File: config.mk
export PLATFORM = sky130hd
export DESIGN_NAME = ake_alarm_cfg
export DESIGN_NICKNAME = d
export VERILOG_FILES = /design/src/README_unused.sv /design/src/ake_pkg.sv /design/src/ake_conv_if.sv /design/src/ake_alarm_cfg.sv /design/src/ake_bin2dec.sv
export SDC_FILE = /design/constraint.sdc
export NUM_CORES = 1
export LEC_CHECK = 0
export BUFFER_PORTS_ARGS = -buffer_cell sky130_fd_sc_hd__buf_4
export CAP_MARGIN = 30
export CORE_ASPECT_RATIO = 1.4
export CORE_MARGIN = 5
export CORE_UTILIZATION = 57
export CTS_CLUSTER_DIAMETER = 60
export CTS_CLUSTER_SIZE = 8
export DETAILED_ROUTE_END_ITERATION = 10
export GPL_TIMING_DRIVEN = 0
export HOLD_SLACK_MARGIN = 0.02
export PLACE_DENSITY = 0.88
export SLEW_MARGIN = 10
export SYNTH_ARGS = -nofsm -noshare
export SYNTH_HDL_FRONTEND = slang
export SYNTH_SLANG_ARGS = --single-unit
File: constraint.sdc
create_clock -name pclk -period 12.6 [get_ports pclk]
set_input_delay 0 -clock pclk [delete_from_list [all_inputs] [get_ports pclk]]
set_output_delay 0 -clock pclk [all_outputs]
set_load 0.01 [all_outputs]
File: src/README_unused.sv
`timescale 1ns/1ps

File: src/ake_pkg.sv
// Functional notes
// cursor key while browsing leaves alarm pages
// increment key steps page forward, wraps
// minus key steps page backward, wraps
// confirm key enters edit of shown page
// cursor key moves to next digit
// increment raises digit, minus lowers digit
// confirm commits value, returns to browsing
// global yes/no enable gates alarm processing
// cue option flashes backlight on alarm
// sixteen channels, one enable bit each
// channel mask edited as decimal 00000-65535
// AND pair alarms only if both trigger
// eight AND enables in low byte
// relation byte edited as decimal 000-255
// per-output sixteen-bit channel route mask
// outputs 1-2 first module, 3-4 second
// outputs 2-4 configured like output 1
// per-output mode, alarm or energy tick
// alarm output fires on routed enabled alarm
// over-range edit rejected, old value kept
package ake_pkg;
	localparam int NUM_CH = 16;
	localparam int NUM_REL = 8;
	localparam int NUM_OUT = 4;
	localparam int NUM_DIG = 5;
	localparam int DIG_W = 4;
	localparam int CTRL_W = 6;
	localparam logic [7:0] OFF_CTRL = 8'h00;
	localparam logic [7:0] OFF_CHAN = 8'h04;
	localparam logic [7:0] OFF_REL = 8'h08;
	localparam logic [7:0] OFF_ROUTE0 = 8'h0C;
	localparam logic [7:0] OFF_ROUTE_STEP = 8'h04;
	localparam logic [7:0] OFF_STATUS = 8'h1C;
	localparam int CTRL_EN_BIT = 0;
	localparam int CTRL_CUE_BIT = 1;
	localparam int CTRL_MODE_LSB = 2;
	localparam int ST_OUT_LSB = 16;
	localparam int ST_EDIT_BIT = 20;
	localparam int ST_BROWSE_BIT = 21;
	localparam int ST_PAGE_LSB = 24;
	localparam logic [3:0] PG_EN = 4'h0;
	localparam logic [3:0] PG_CUE = 4'h1;
	localparam logic [3:0] PG_CHAN = 4'h2;
	localparam logic [3:0] PG_REL = 4'h3;
	localparam logic [3:0] PG_ROUTE0 = 4'h4;
	localparam logic [3:0] PG_MODE0 = 4'h8;
	localparam logic [3:0] PG_LAST = 4'hB;
	localparam logic [16:0] MAX_MASK = 17'h0FFFF;
	localparam logic [16:0] MAX_REL = 17'h000FF;
	localparam logic [16:0] MAX_FLAG = 17'h00001;
	localparam logic [2:0] DIG_MASK = 3'h5;
	localparam logic [2:0] DIG_REL = 3'h3;
	localparam logic [2:0] DIG_FLAG = 3'h1;
	localparam logic [3:0] DEC_TOP = 4'h9;
	localparam logic [3:0] BCD_ADJ_MIN = 4'h5;
	localparam logic [3:0] BCD_ADJ = 4'h3;
	localparam logic [16:0] DIG_WEIGHT [NUM_DIG] = '{17'h00001, 17'h0000A, 17'h00064,
		17'h003E8, 17'h02710};
	localparam logic [CTRL_W-1:0] RST_CTRL = 6'h3C;
	localparam logic [15:0] RST_MASK = 16'h0000;
	localparam logic [7:0] RST_REL = 8'h00;
	typedef enum logic [1:0] {AKE_IDLE, AKE_BROWSE, AKE_EDIT} ake_state_t;
endpackage

File: src/ake_conv_if.sv
`timescale 1ns/1ps
interface ake_conv_if;
	logic [15:0] bin;
	logic [19:0] dec;
	modport src (output bin, input dec);
	modport cnv (input bin, output dec);
endinterface

File: src/ake_alarm_cfg.sv
// Added by the designer: the APB register port and the placing of the registers.
`timescale 1ns/1ps
module ake_alarm_cfg (
	// clock and reset
	input wire logic pclk,
	input wire logic presetn,
	// apb slave
	input wire logic psel,
	input wire logic penable,
	input wire logic pwrite,
	input wire logic [7:0] paddr,
	input wire logic [31:0] pwdata,
	output logic [31:0] prdata,
	output logic pready,
	output logic pslverr,
	// keypad, levels while held; menu_exit is a one-cycle pulse
	input wire logic key_cursor,
	input wire logic key_inc,
	input wire logic key_dec,
	input wire logic key_confirm,
	input wire logic menu_enter,
	output logic menu_exit,
	// display
	output logic disp_active,
	output logic disp_edit,
	output logic [3:0] disp_page,
	output logic [2:0] disp_cursor,
	output logic [19:0] disp_digits,
	output logic backlight_flash,
	// alarm channels and outputs
	input wire logic [15:0] chan_trig,
	input wire logic [3:0] energy_tick,
	output logic alarm_out_1,
	output logic alarm_out_2,
	output logic alarm_out_3,
	output logic alarm_out_4
);
	ake_conv_if conv ();

	ake_pkg::ake_state_t state_q, state_d;
	logic [ake_pkg::CTRL_W-1:0] ctrl_q, ctrl_d;
	logic [15:0] chan_q, chan_d;
	logic [7:0] rel_q, rel_d;
	logic [15:0] route_q [ake_pkg::NUM_OUT];
	logic [15:0] route_d [ake_pkg::NUM_OUT];
	logic [3:0] page_q, page_d;
	logic [2:0] cur_q, cur_d;
	logic [19:0] dig_q, dig_d;
	logic [4:0] key_q;
	logic exit_q;
	logic [31:0] prdata_q;
	logic [31:0] rd_mux;
	logic rd_hit;
	logic [3:0] out_q, out_d;
	logic flash_q;
	logic disp_act_q, disp_edit_q;
	logic [3:0] disp_page_q;
	logic [2:0] disp_cur_q;
	logic [19:0] disp_dig_q;
	logic [16:0] sum;

	// key edges; one action per press, confirm wins over the others
	wire p_cur = key_cursor & ~key_q[0];
	wire p_inc = key_inc & ~key_q[1];
	wire p_dec = key_dec & ~key_q[2];
	wire p_conf = key_confirm & ~key_q[3];
	wire p_menu = menu_enter & ~key_q[4];
	wire k_conf = p_conf;
	wire k_cur = p_cur & ~p_conf;
	wire k_inc = p_inc & ~p_conf & ~p_cur;
	wire k_dec = p_dec & ~p_conf & ~p_cur & ~p_inc;
	wire browsing = state_q == ake_pkg::AKE_BROWSE;
	wire editing = state_q == ake_pkg::AKE_EDIT;

	// page classification
	wire pg_flag = page_q == ake_pkg::PG_EN || page_q == ake_pkg::PG_CUE
		|| page_q >= ake_pkg::PG_MODE0;
	wire pg_route = page_q >= ake_pkg::PG_ROUTE0 && page_q < ake_pkg::PG_MODE0;
	wire [1:0] pg_out = page_q[1:0];
	wire [2:0] ndig = pg_flag ? ake_pkg::DIG_FLAG
		: (page_q == ake_pkg::PG_REL) ? ake_pkg::DIG_REL : ake_pkg::DIG_MASK;
	wire [16:0] page_max = pg_flag ? ake_pkg::MAX_FLAG
		: (page_q == ake_pkg::PG_REL) ? ake_pkg::MAX_REL : ake_pkg::MAX_MASK;
	wire [2:0] flag_idx = (page_q == ake_pkg::PG_EN) ? 3'(ake_pkg::CTRL_EN_BIT)
		: (page_q == ake_pkg::PG_CUE) ? 3'(ake_pkg::CTRL_CUE_BIT)
		: 3'(ake_pkg::CTRL_MODE_LSB) + {1'b0, pg_out};
	wire [15:0] page_val = pg_flag ? {15'h0000, ctrl_q[flag_idx]}
		: (page_q == ake_pkg::PG_CHAN) ? chan_q
		: (page_q == ake_pkg::PG_REL) ? {8'h00, rel_q} : route_q[pg_out];

	assign conv.bin = page_val;

	ake_bin2dec u_conv (
		.c(conv)
	);

	// decimal edit buffer back to binary
	always_comb
	begin
		sum = 17'h00000;
		for (int d = 0; d < ake_pkg::NUM_DIG; d++)
			sum = sum + 17'(dig_q[d*ake_pkg::DIG_W +: ake_pkg::DIG_W] * ake_pkg::DIG_WEIGHT[d]);
	end

	wire commit_ok = sum <= page_max;
	wire kp_commit = editing & k_conf & commit_ok;
	wire [3:0] sel_dig = dig_q[cur_q*ake_pkg::DIG_W +: ake_pkg::DIG_W];
	wire [3:0] dig_up = (sel_dig >= ake_pkg::DEC_TOP) ? 4'h0 : sel_dig + 4'h1;
	wire [3:0] dig_dn = (sel_dig == 4'h0) ? ake_pkg::DEC_TOP : sel_dig - 4'h1;

	// keypad state machine
	always_comb
	begin
		state_d = state_q;
		page_d = page_q;
		cur_d = cur_q;
		dig_d = dig_q;
		case (state_q)
			ake_pkg::AKE_IDLE:
			begin
				if (p_menu)
				begin
					state_d = ake_pkg::AKE_BROWSE;
					page_d = ake_pkg::PG_EN;
				end
			end
			ake_pkg::AKE_BROWSE:
			begin
				if (k_conf)
				begin
					state_d = ake_pkg::AKE_EDIT;
					dig_d = conv.dec;
					cur_d = ndig - 3'h1;
				end
				else if (k_cur)
					state_d = ake_pkg::AKE_IDLE;
				else if (k_inc)
					page_d = (page_q == ake_pkg::PG_LAST) ? ake_pkg::PG_EN : page_q + 4'h1;
				else if (k_dec)
					page_d = (page_q == ake_pkg::PG_EN) ? ake_pkg::PG_LAST : page_q - 4'h1;
			end
			ake_pkg::AKE_EDIT:
			begin
				if (k_conf)
					state_d = ake_pkg::AKE_BROWSE;
				else if (k_cur)
					cur_d = (cur_q == 3'h0) ? ndig - 3'h1 : cur_q - 3'h1;
				else if (k_inc)
					dig_d[cur_q*ake_pkg::DIG_W +: ake_pkg::DIG_W] = dig_up;
				else if (k_dec)
					dig_d[cur_q*ake_pkg::DIG_W +: ake_pkg::DIG_W] = dig_dn;
			end
			default:
				state_d = ake_pkg::AKE_IDLE;
		endcase
	end

	// apb decode; bus writes take priority over a keypad commit in the same cycle
	wire apb_acc = psel & penable;
	wire apb_wr = apb_acc & pwrite;
	wire wr_ctrl = apb_wr && paddr == ake_pkg::OFF_CTRL;
	wire wr_chan = apb_wr && paddr == ake_pkg::OFF_CHAN;
	wire wr_rel = apb_wr && paddr == ake_pkg::OFF_REL;
	wire kp_flag = kp_commit & pg_flag;
	wire kp_chan = kp_commit && page_q == ake_pkg::PG_CHAN;
	wire kp_rel = kp_commit && page_q == ake_pkg::PG_REL;

	always_comb
	begin
		ctrl_d = ctrl_q;
		if (kp_flag)
			ctrl_d[flag_idx] = sum[0];
		if (wr_ctrl)
			ctrl_d = pwdata[ake_pkg::CTRL_W-1:0];
	end

	assign chan_d = wr_chan ? pwdata[15:0] : kp_chan ? sum[15:0] : chan_q;
	// upper byte is not stored, so it always reads zero
	assign rel_d = wr_rel ? pwdata[7:0] : kp_rel ? sum[7:0] : rel_q;

	// alarm evaluation
	wire alarm_en = ctrl_q[ake_pkg::CTRL_EN_BIT];
	wire [15:0] act = chan_trig & chan_q & {ake_pkg::NUM_CH{alarm_en}};
	logic [15:0] eff;

	genvar k;
	generate
		for (k = 0; k < ake_pkg::NUM_REL; k++)
		begin : g_rel
			// relation k pairs channels 2k and 2k+1
			wire both = act[2*k] & act[2*k+1];
			assign eff[2*k] = rel_q[k] ? both : act[2*k];
			assign eff[2*k+1] = rel_q[k] ? both : act[2*k+1];
		end
		for (k = 0; k < ake_pkg::NUM_OUT; k++)
		begin : g_out
			// out 0-1 face the first module, 2-3 the second; same setup for all
			wire wr_route = apb_wr && paddr == ake_pkg::OFF_ROUTE0 + 8'(k) * ake_pkg::OFF_ROUTE_STEP;
			wire kp_route = kp_commit && pg_route && pg_out == 2'(k);
			wire alm_mode = ctrl_q[ake_pkg::CTRL_MODE_LSB+k];
			assign route_d[k] = wr_route ? pwdata[15:0]
				: kp_route ? sum[15:0] : route_q[k];
			assign out_d[k] = alm_mode ? |(eff & route_q[k]) : energy_tick[k];
			always_ff @(posedge pclk or negedge presetn)
			begin
				if (!presetn)
					route_q[k] <= ake_pkg::RST_MASK;
				else
					route_q[k] <= route_d[k];
			end
		end
	endgenerate

	// register read side
	always_comb
	begin
		rd_mux = 32'h00000000;
		rd_hit = 1'b1;
		if (paddr == ake_pkg::OFF_CTRL)
			rd_mux[ake_pkg::CTRL_W-1:0] = ctrl_q;
		else if (paddr == ake_pkg::OFF_CHAN)
			rd_mux[15:0] = chan_q;
		else if (paddr == ake_pkg::OFF_REL)
			rd_mux[7:0] = rel_q;
		else if (paddr >= ake_pkg::OFF_ROUTE0 && paddr < ake_pkg::OFF_STATUS && paddr[1:0] == 2'h0)
			rd_mux[15:0] = route_q[2'((paddr - ake_pkg::OFF_ROUTE0) >> 2)];
		else if (paddr == ake_pkg::OFF_STATUS)
		begin
			rd_mux[15:0] = eff;
			rd_mux[ake_pkg::ST_OUT_LSB +: ake_pkg::NUM_OUT] = out_q;
			rd_mux[ake_pkg::ST_EDIT_BIT] = editing;
			rd_mux[ake_pkg::ST_BROWSE_BIT] = browsing;
			rd_mux[ake_pkg::ST_PAGE_LSB +: 4] = page_q;
		end
		else
			rd_hit = 1'b0;
	end

	wire ro_write = pwrite && paddr == ake_pkg::OFF_STATUS;
	assign pready = 1'b1;
	assign pslverr = apb_acc & (~rd_hit | ro_write);
	assign prdata = prdata_q;

	always_ff @(posedge pclk or negedge presetn)
	begin
		if (!presetn)
			prdata_q <= 32'h00000000;
		else if (psel & ~penable & ~pwrite)
			prdata_q <= rd_mux;
	end

	always_ff @(posedge pclk or negedge presetn)
	begin
		if (!presetn)
		begin
			ctrl_q <= ake_pkg::RST_CTRL;
			chan_q <= ake_pkg::RST_MASK;
			rel_q <= ake_pkg::RST_REL;
		end
		else
		begin
			ctrl_q <= ctrl_d;
			chan_q <= chan_d;
			rel_q <= rel_d;
		end
	end

	always_ff @(posedge pclk or negedge presetn)
	begin
		if (!presetn)
		begin
			state_q <= ake_pkg::AKE_IDLE;
			page_q <= ake_pkg::PG_EN;
			cur_q <= 3'h0;
			dig_q <= 20'h00000;
			key_q <= 5'h00;
			exit_q <= 1'b0;
		end
		else
		begin
			state_q <= state_d;
			page_q <= page_d;
			cur_q <= cur_d;
			dig_q <= dig_d;
			key_q <= {menu_enter, key_confirm, key_dec, key_inc, key_cursor};
			exit_q <= browsing & k_cur;
		end
	end

	always_ff @(posedge pclk or negedge presetn)
	begin
		if (!presetn)
		begin
			out_q <= 4'h0;
			flash_q <= 1'b0;
			disp_act_q <= 1'b0;
			disp_edit_q <= 1'b0;
			disp_page_q <= 4'h0;
			disp_cur_q <= 3'h0;
			disp_dig_q <= 20'h00000;
		end
		else
		begin
			out_q <= out_d;
			flash_q <= ctrl_q[ake_pkg::CTRL_CUE_BIT] & |eff;
			disp_act_q <= state_q != ake_pkg::AKE_IDLE;
			disp_edit_q <= editing;
			disp_page_q <= page_q;
			disp_cur_q <= cur_q;
			disp_dig_q <= editing ? dig_q : conv.dec;
		end
	end

	assign menu_exit = exit_q;
	assign backlight_flash = flash_q;
	assign disp_active = disp_act_q;
	assign disp_edit = disp_edit_q;
	assign disp_page = disp_page_q;
	assign disp_cursor = disp_cur_q;
	assign disp_digits = disp_dig_q;
	assign alarm_out_1 = out_q[0];
	assign alarm_out_2 = out_q[1];
	assign alarm_out_3 = out_q[2];
	assign alarm_out_4 = out_q[3];

	page_fwd_a: assert property (@(posedge pclk) disable iff (!presetn)
		browsing && k_inc && page_q == ake_pkg::PG_LAST |=> page_q == ake_pkg::PG_EN)
		else $error("page did not wrap forward");
	page_back_a: assert property (@(posedge pclk) disable iff (!presetn)
		browsing && k_dec |=> page_q == ($past(page_q) == ake_pkg::PG_EN ? ake_pkg::PG_LAST
			: $past(page_q) - 4'h1))
		else $error("page did not step back");
	menu_leave_a: assert property (@(posedge pclk) disable iff (!presetn)
		browsing && k_cur |=> state_q == ake_pkg::AKE_IDLE && menu_exit ##1 !menu_exit)
		else $error("cursor did not leave alarm pages");
	edit_enter_a: assert property (@(posedge pclk) disable iff (!presetn)
		browsing && k_conf |=> editing && cur_q == $past(ndig) - 3'h1)
		else $error("confirm did not enter edit");
	cursor_wrap_a: assert property (@(posedge pclk) disable iff (!presetn)
		editing && k_cur && cur_q == 3'h0 |=> cur_q == ndig - 3'h1)
		else $error("cursor did not wrap");
	edit_commit_a: assert property (@(posedge pclk) disable iff (!presetn)
		editing && k_conf && commit_ok && !apb_wr && page_q == ake_pkg::PG_CHAN
		|=> browsing && chan_q == $past(sum[15:0]))
		else $error("commit not stored");
	commit_reject_a: assert property (@(posedge pclk) disable iff (!presetn)
		editing && k_conf && !commit_ok && !apb_wr
		|=> $stable(ctrl_q) && $stable(chan_q) && $stable(rel_q) && browsing)
		else $error("over-range value stored");
	alarm_off_a: assert property (@(posedge pclk) disable iff (!presetn)
		!alarm_en && ctrl_q[ake_pkg::CTRL_MODE_LSB] |=> !alarm_out_1)
		else $error("alarm output while disabled");
	and_pair_a: assert property (@(posedge pclk) disable iff (!presetn)
		alarm_en && rel_q[0] && ctrl_q[ake_pkg::CTRL_MODE_LSB] && route_q[0] == 16'h0001
		&& !(chan_trig[0] && chan_trig[1]) |=> !alarm_out_1)
		else $error("paired alarm fired with one channel");
	flash_off_a: assert property (@(posedge pclk) disable iff (!presetn)
		!ctrl_q[ake_pkg::CTRL_CUE_BIT] |=> !backlight_flash)
		else $error("backlight flashing with cue off");
endmodule // ake_alarm_cfg

File: src/ake_bin2dec.sv
`timescale 1ns/1ps
module ake_bin2dec (
	// conversion carrier
	ake_conv_if.cnv c
);
	localparam int SH_W = ake_pkg::NUM_CH + ake_pkg::NUM_DIG * ake_pkg::DIG_W;
	logic [SH_W-1:0] sh;

	// shift-add-3, purely combinational, so the display lags a stored value by one cycle only
	always_comb
	begin
		sh = {{(SH_W-ake_pkg::NUM_CH){1'b0}}, c.bin};
		for (int i = 0; i < ake_pkg::NUM_CH; i++)
		begin
			for (int d = 0; d < ake_pkg::NUM_DIG; d++)
			begin
				if (sh[ake_pkg::NUM_CH+d*ake_pkg::DIG_W +: ake_pkg::DIG_W] >= ake_pkg::BCD_ADJ_MIN)
					sh[ake_pkg::NUM_CH+d*ake_pkg::DIG_W +: ake_pkg::DIG_W] =
						sh[ake_pkg::NUM_CH+d*ake_pkg::DIG_W +: ake_pkg::DIG_W] + ake_pkg::BCD_ADJ;
			end
			sh = {sh[SH_W-2:0], 1'b0};
		end
	end

	assign c.dec = sh[SH_W-1:ake_pkg::NUM_CH];
endmodule // ake_bin2dec

==> impl_metrics.toml <==
[drt]
first_pass_iters = 7
wl_met3_mm = 4.960
top_layer_used = "met4"
wl_met1_mm = 22.56
drt-initial-drc-count = 2032
dr_wl_met2_mm = 30.84
vias_per_cell = 6.741
routed_wl_mm = 63.66
drcViolationCount = 0
vias = 18670
drt-wirelength-per-cell_um = 22.99
drtAntennaViolNets = 0

[clock_network]
cts_buffers = 17
clk_latency_ps = 460
cts.sinks = 189
cts_max_level = 4
clock_path_buffers = 2
clk_pin_slew_ps = 80
ctsRootBufferMaster = "clkbuf_16"
cts_tree = "yes"

[grt]
grt_pass1_vias = 18040
grt.overflow.total = 0
grt_first_pass_wirelength_mm = 96.74
grt_max_degree = 101
track_usage = 0.3391
antenna_found_initial = 0

[floorplanning]
ios = 139
row_count = 77
dieHeight_um = 222.0
dieWidth_um = 161.5
coreArea_um2 = 31700
start_util = 0.5775
die_area_um2 = 35850

[placed_design]
gp_congestion = 1.023
port_buffers = 115
dp_hpwl_mm = 47.28
place_inst = 2647

[setup_path]
r2r_slack_ps = 130
critical-path-slowest-cell = "dfrtp_4"
path_delay_family = "compound AO/OA/AOI/OAI gates"
r2r_cells = 66
cp_common_cell = "ha_1"
crit_type = "register to register"
critPathMaxStageDelay_ps = 480
r2r_start = "page_q[0]"
end_kind = "register"
required_ps = 12980
crit_path_max_fanout = 6
r2r-end = "disp_digits[2]"
cp-start-kind = "register"
arrival_ps = 12850
crit_buf_inv = 10

[status]
status = "finished, final reports clean"

[min_path]
hp-class = "input pin to asynchronous set/reset pin"

[final_layout]
nNetsFinal = 2595
antennaDiodeCount = 0
drive_gt1_frac = 0.1984
n_fill_cell = 2298
finalNonFillerCells = 2769
syn2layout_area_growth_pct = 18.67
fin_util = 0.6853
layout_common_cells = "nand2_1, buf_4, dfrtp_1, nor2_1, a21oi_1"
mostFrequentLayoutCell = "nand2_1"

[yosys]
avgSynthCellArea_um2 = 8.614
ys.flop_type = "dfrtp_1"
ys_types = 122
ys_warn_count = 0
async_flop_share = 1.000
synth_edf_count = 0
syn-cell-area_um2 = 18310
ys_seq_elements = 189
ys_seq_area_frac = 0.2586
syn_inst = 2125

[sta]
fmax_mhz = 80.22
final_max_slew_viol_count = 0
max_slew_margin = 0.3197
skew_ps = 12.14
hold_viol = 0
post-route-period-util = 0.9894
setup-violations-final = 0
fin_crit_ps = 12470
worst_pin_slew_ps = 1013

[job]
maxCapViolCount = 0
==> repair_timing <==
| action | 4_1_cts | 5_1_grt |
|---|---|---|
| resized for setup | 46 | 90 |
| endpoints found under the hold margin | 196 | 0 |
| endpoints found under the setup margin | 38 | 38 |
| setup buffers | 23 | 37 |
| hold buffers | 29 | 0 |
| pin swaps | 12 | 35 |
==> state kept, by name, summed over array words and instances, names as in the netlist, 2 cells and up <==
signal and count:
state_q 2, page_q 4, ctrl_q 6, chan_q 16, disp_digits 20, dig_q 20, prdata 26, disp_page 4
key_q 5, rel_q 8, cur_q 3, disp_cursor 3, out_q 4, route_q 64
==> cell usage after synthesis (all sizes together), types with 21 or more instances <==
cell type	instances	area [um^2]
a22oi	39	297.8
ha	137	1714
xnor2	41	385.4
and3	23	153.9
clkbuf	63	236.5
or2	26	165.2
a21o	30	225.2
nand4	21	131.4
a21oi	166	849.6
nor3	49	260.3
nor2	186	700.7
dfrtp	185	4629
a22o	24	210.2
o21ai	170	877.1
fa	27	540.5
nand3	41	210.2
inv	132	495.5
buf	36	206.4
mux2	23	277.8
mux2i	129	1304
nand2	213	802.0
mux4	33	743.2
==> logic make-up (layout without fill, tap and decap cells) <==
group,after synthesis,after routing,synth area share
compound gates,658,658,0.2483
buf+inv,233,477,0.05174
fa+ha+maj,164,164,0.1232
xor+xnor,48,48,0.02440
simple gates,646,646,0.1663
mux,185,185,0.1270
other cells,2,7,0.0004103
flops,189,189,0.2586
==> routing by layer <==
layer | track usage | up-vias
met3 | 0.04780 | 331
met4 | 0.2291 | 0
met5 | 0 | -
met2 | 0.5766 | 1096
li1 | - | 8259
met1 | 0.3943 | 8981
==> how the worst max path moves through the flow <==
stage               startpoint               to  slack (ps)  cells past startpoint
floorplan            page_q[0]  disp_digits[13]          20                     63
global placement     page_q[0]  disp_digits[13]       -1940                     63
detailed placement   page_q[0]        dig_q[13]       -2460                     63
CTS                  page_q[0]        dig_q[14]           4                     64
global route         page_q[0]         dig_q[2]        -310                     65
finish               page_q[0]   disp_digits[2]         130                     66
==> layout make-up <==
cell class | instances | area, um^2 | area share
clock buffer | 17 | 425.4 | 0.01958
inverter | 134 | 513.0 | 0.02362
buffer | 96 | 494.2 | 0.02275
tap | 395 | 494.2 | 0.02275
multi-input combinational | 1708 | 13150 | 0.6055
sequential | 189 | 4742 | 0.2183
timing repair buffer | 215 | 1723 | 0.07932
clock inverter | 15 | 177.7 | 0.008179
==> stage by stage <==
stage	cell area, um^2	TNS (ps)	setup slack [ps]	hold slack (ps)
6_report	21720	0	133.9	147.7
5_1_grt	21720	-3918	-306.2	188.3
4_1_cts	21040	0	3.917	160.8
3_5_place_dp	19770	-81250	-2462	52.66
3_3_place_gp	19680	-62630	-1941	122.9
2_1_floorplan	18330	0	21.01	-295.6
Power is not shown: default switching activity piles up to over one toggle a cycle in this logic, so the estimate is an artifact.
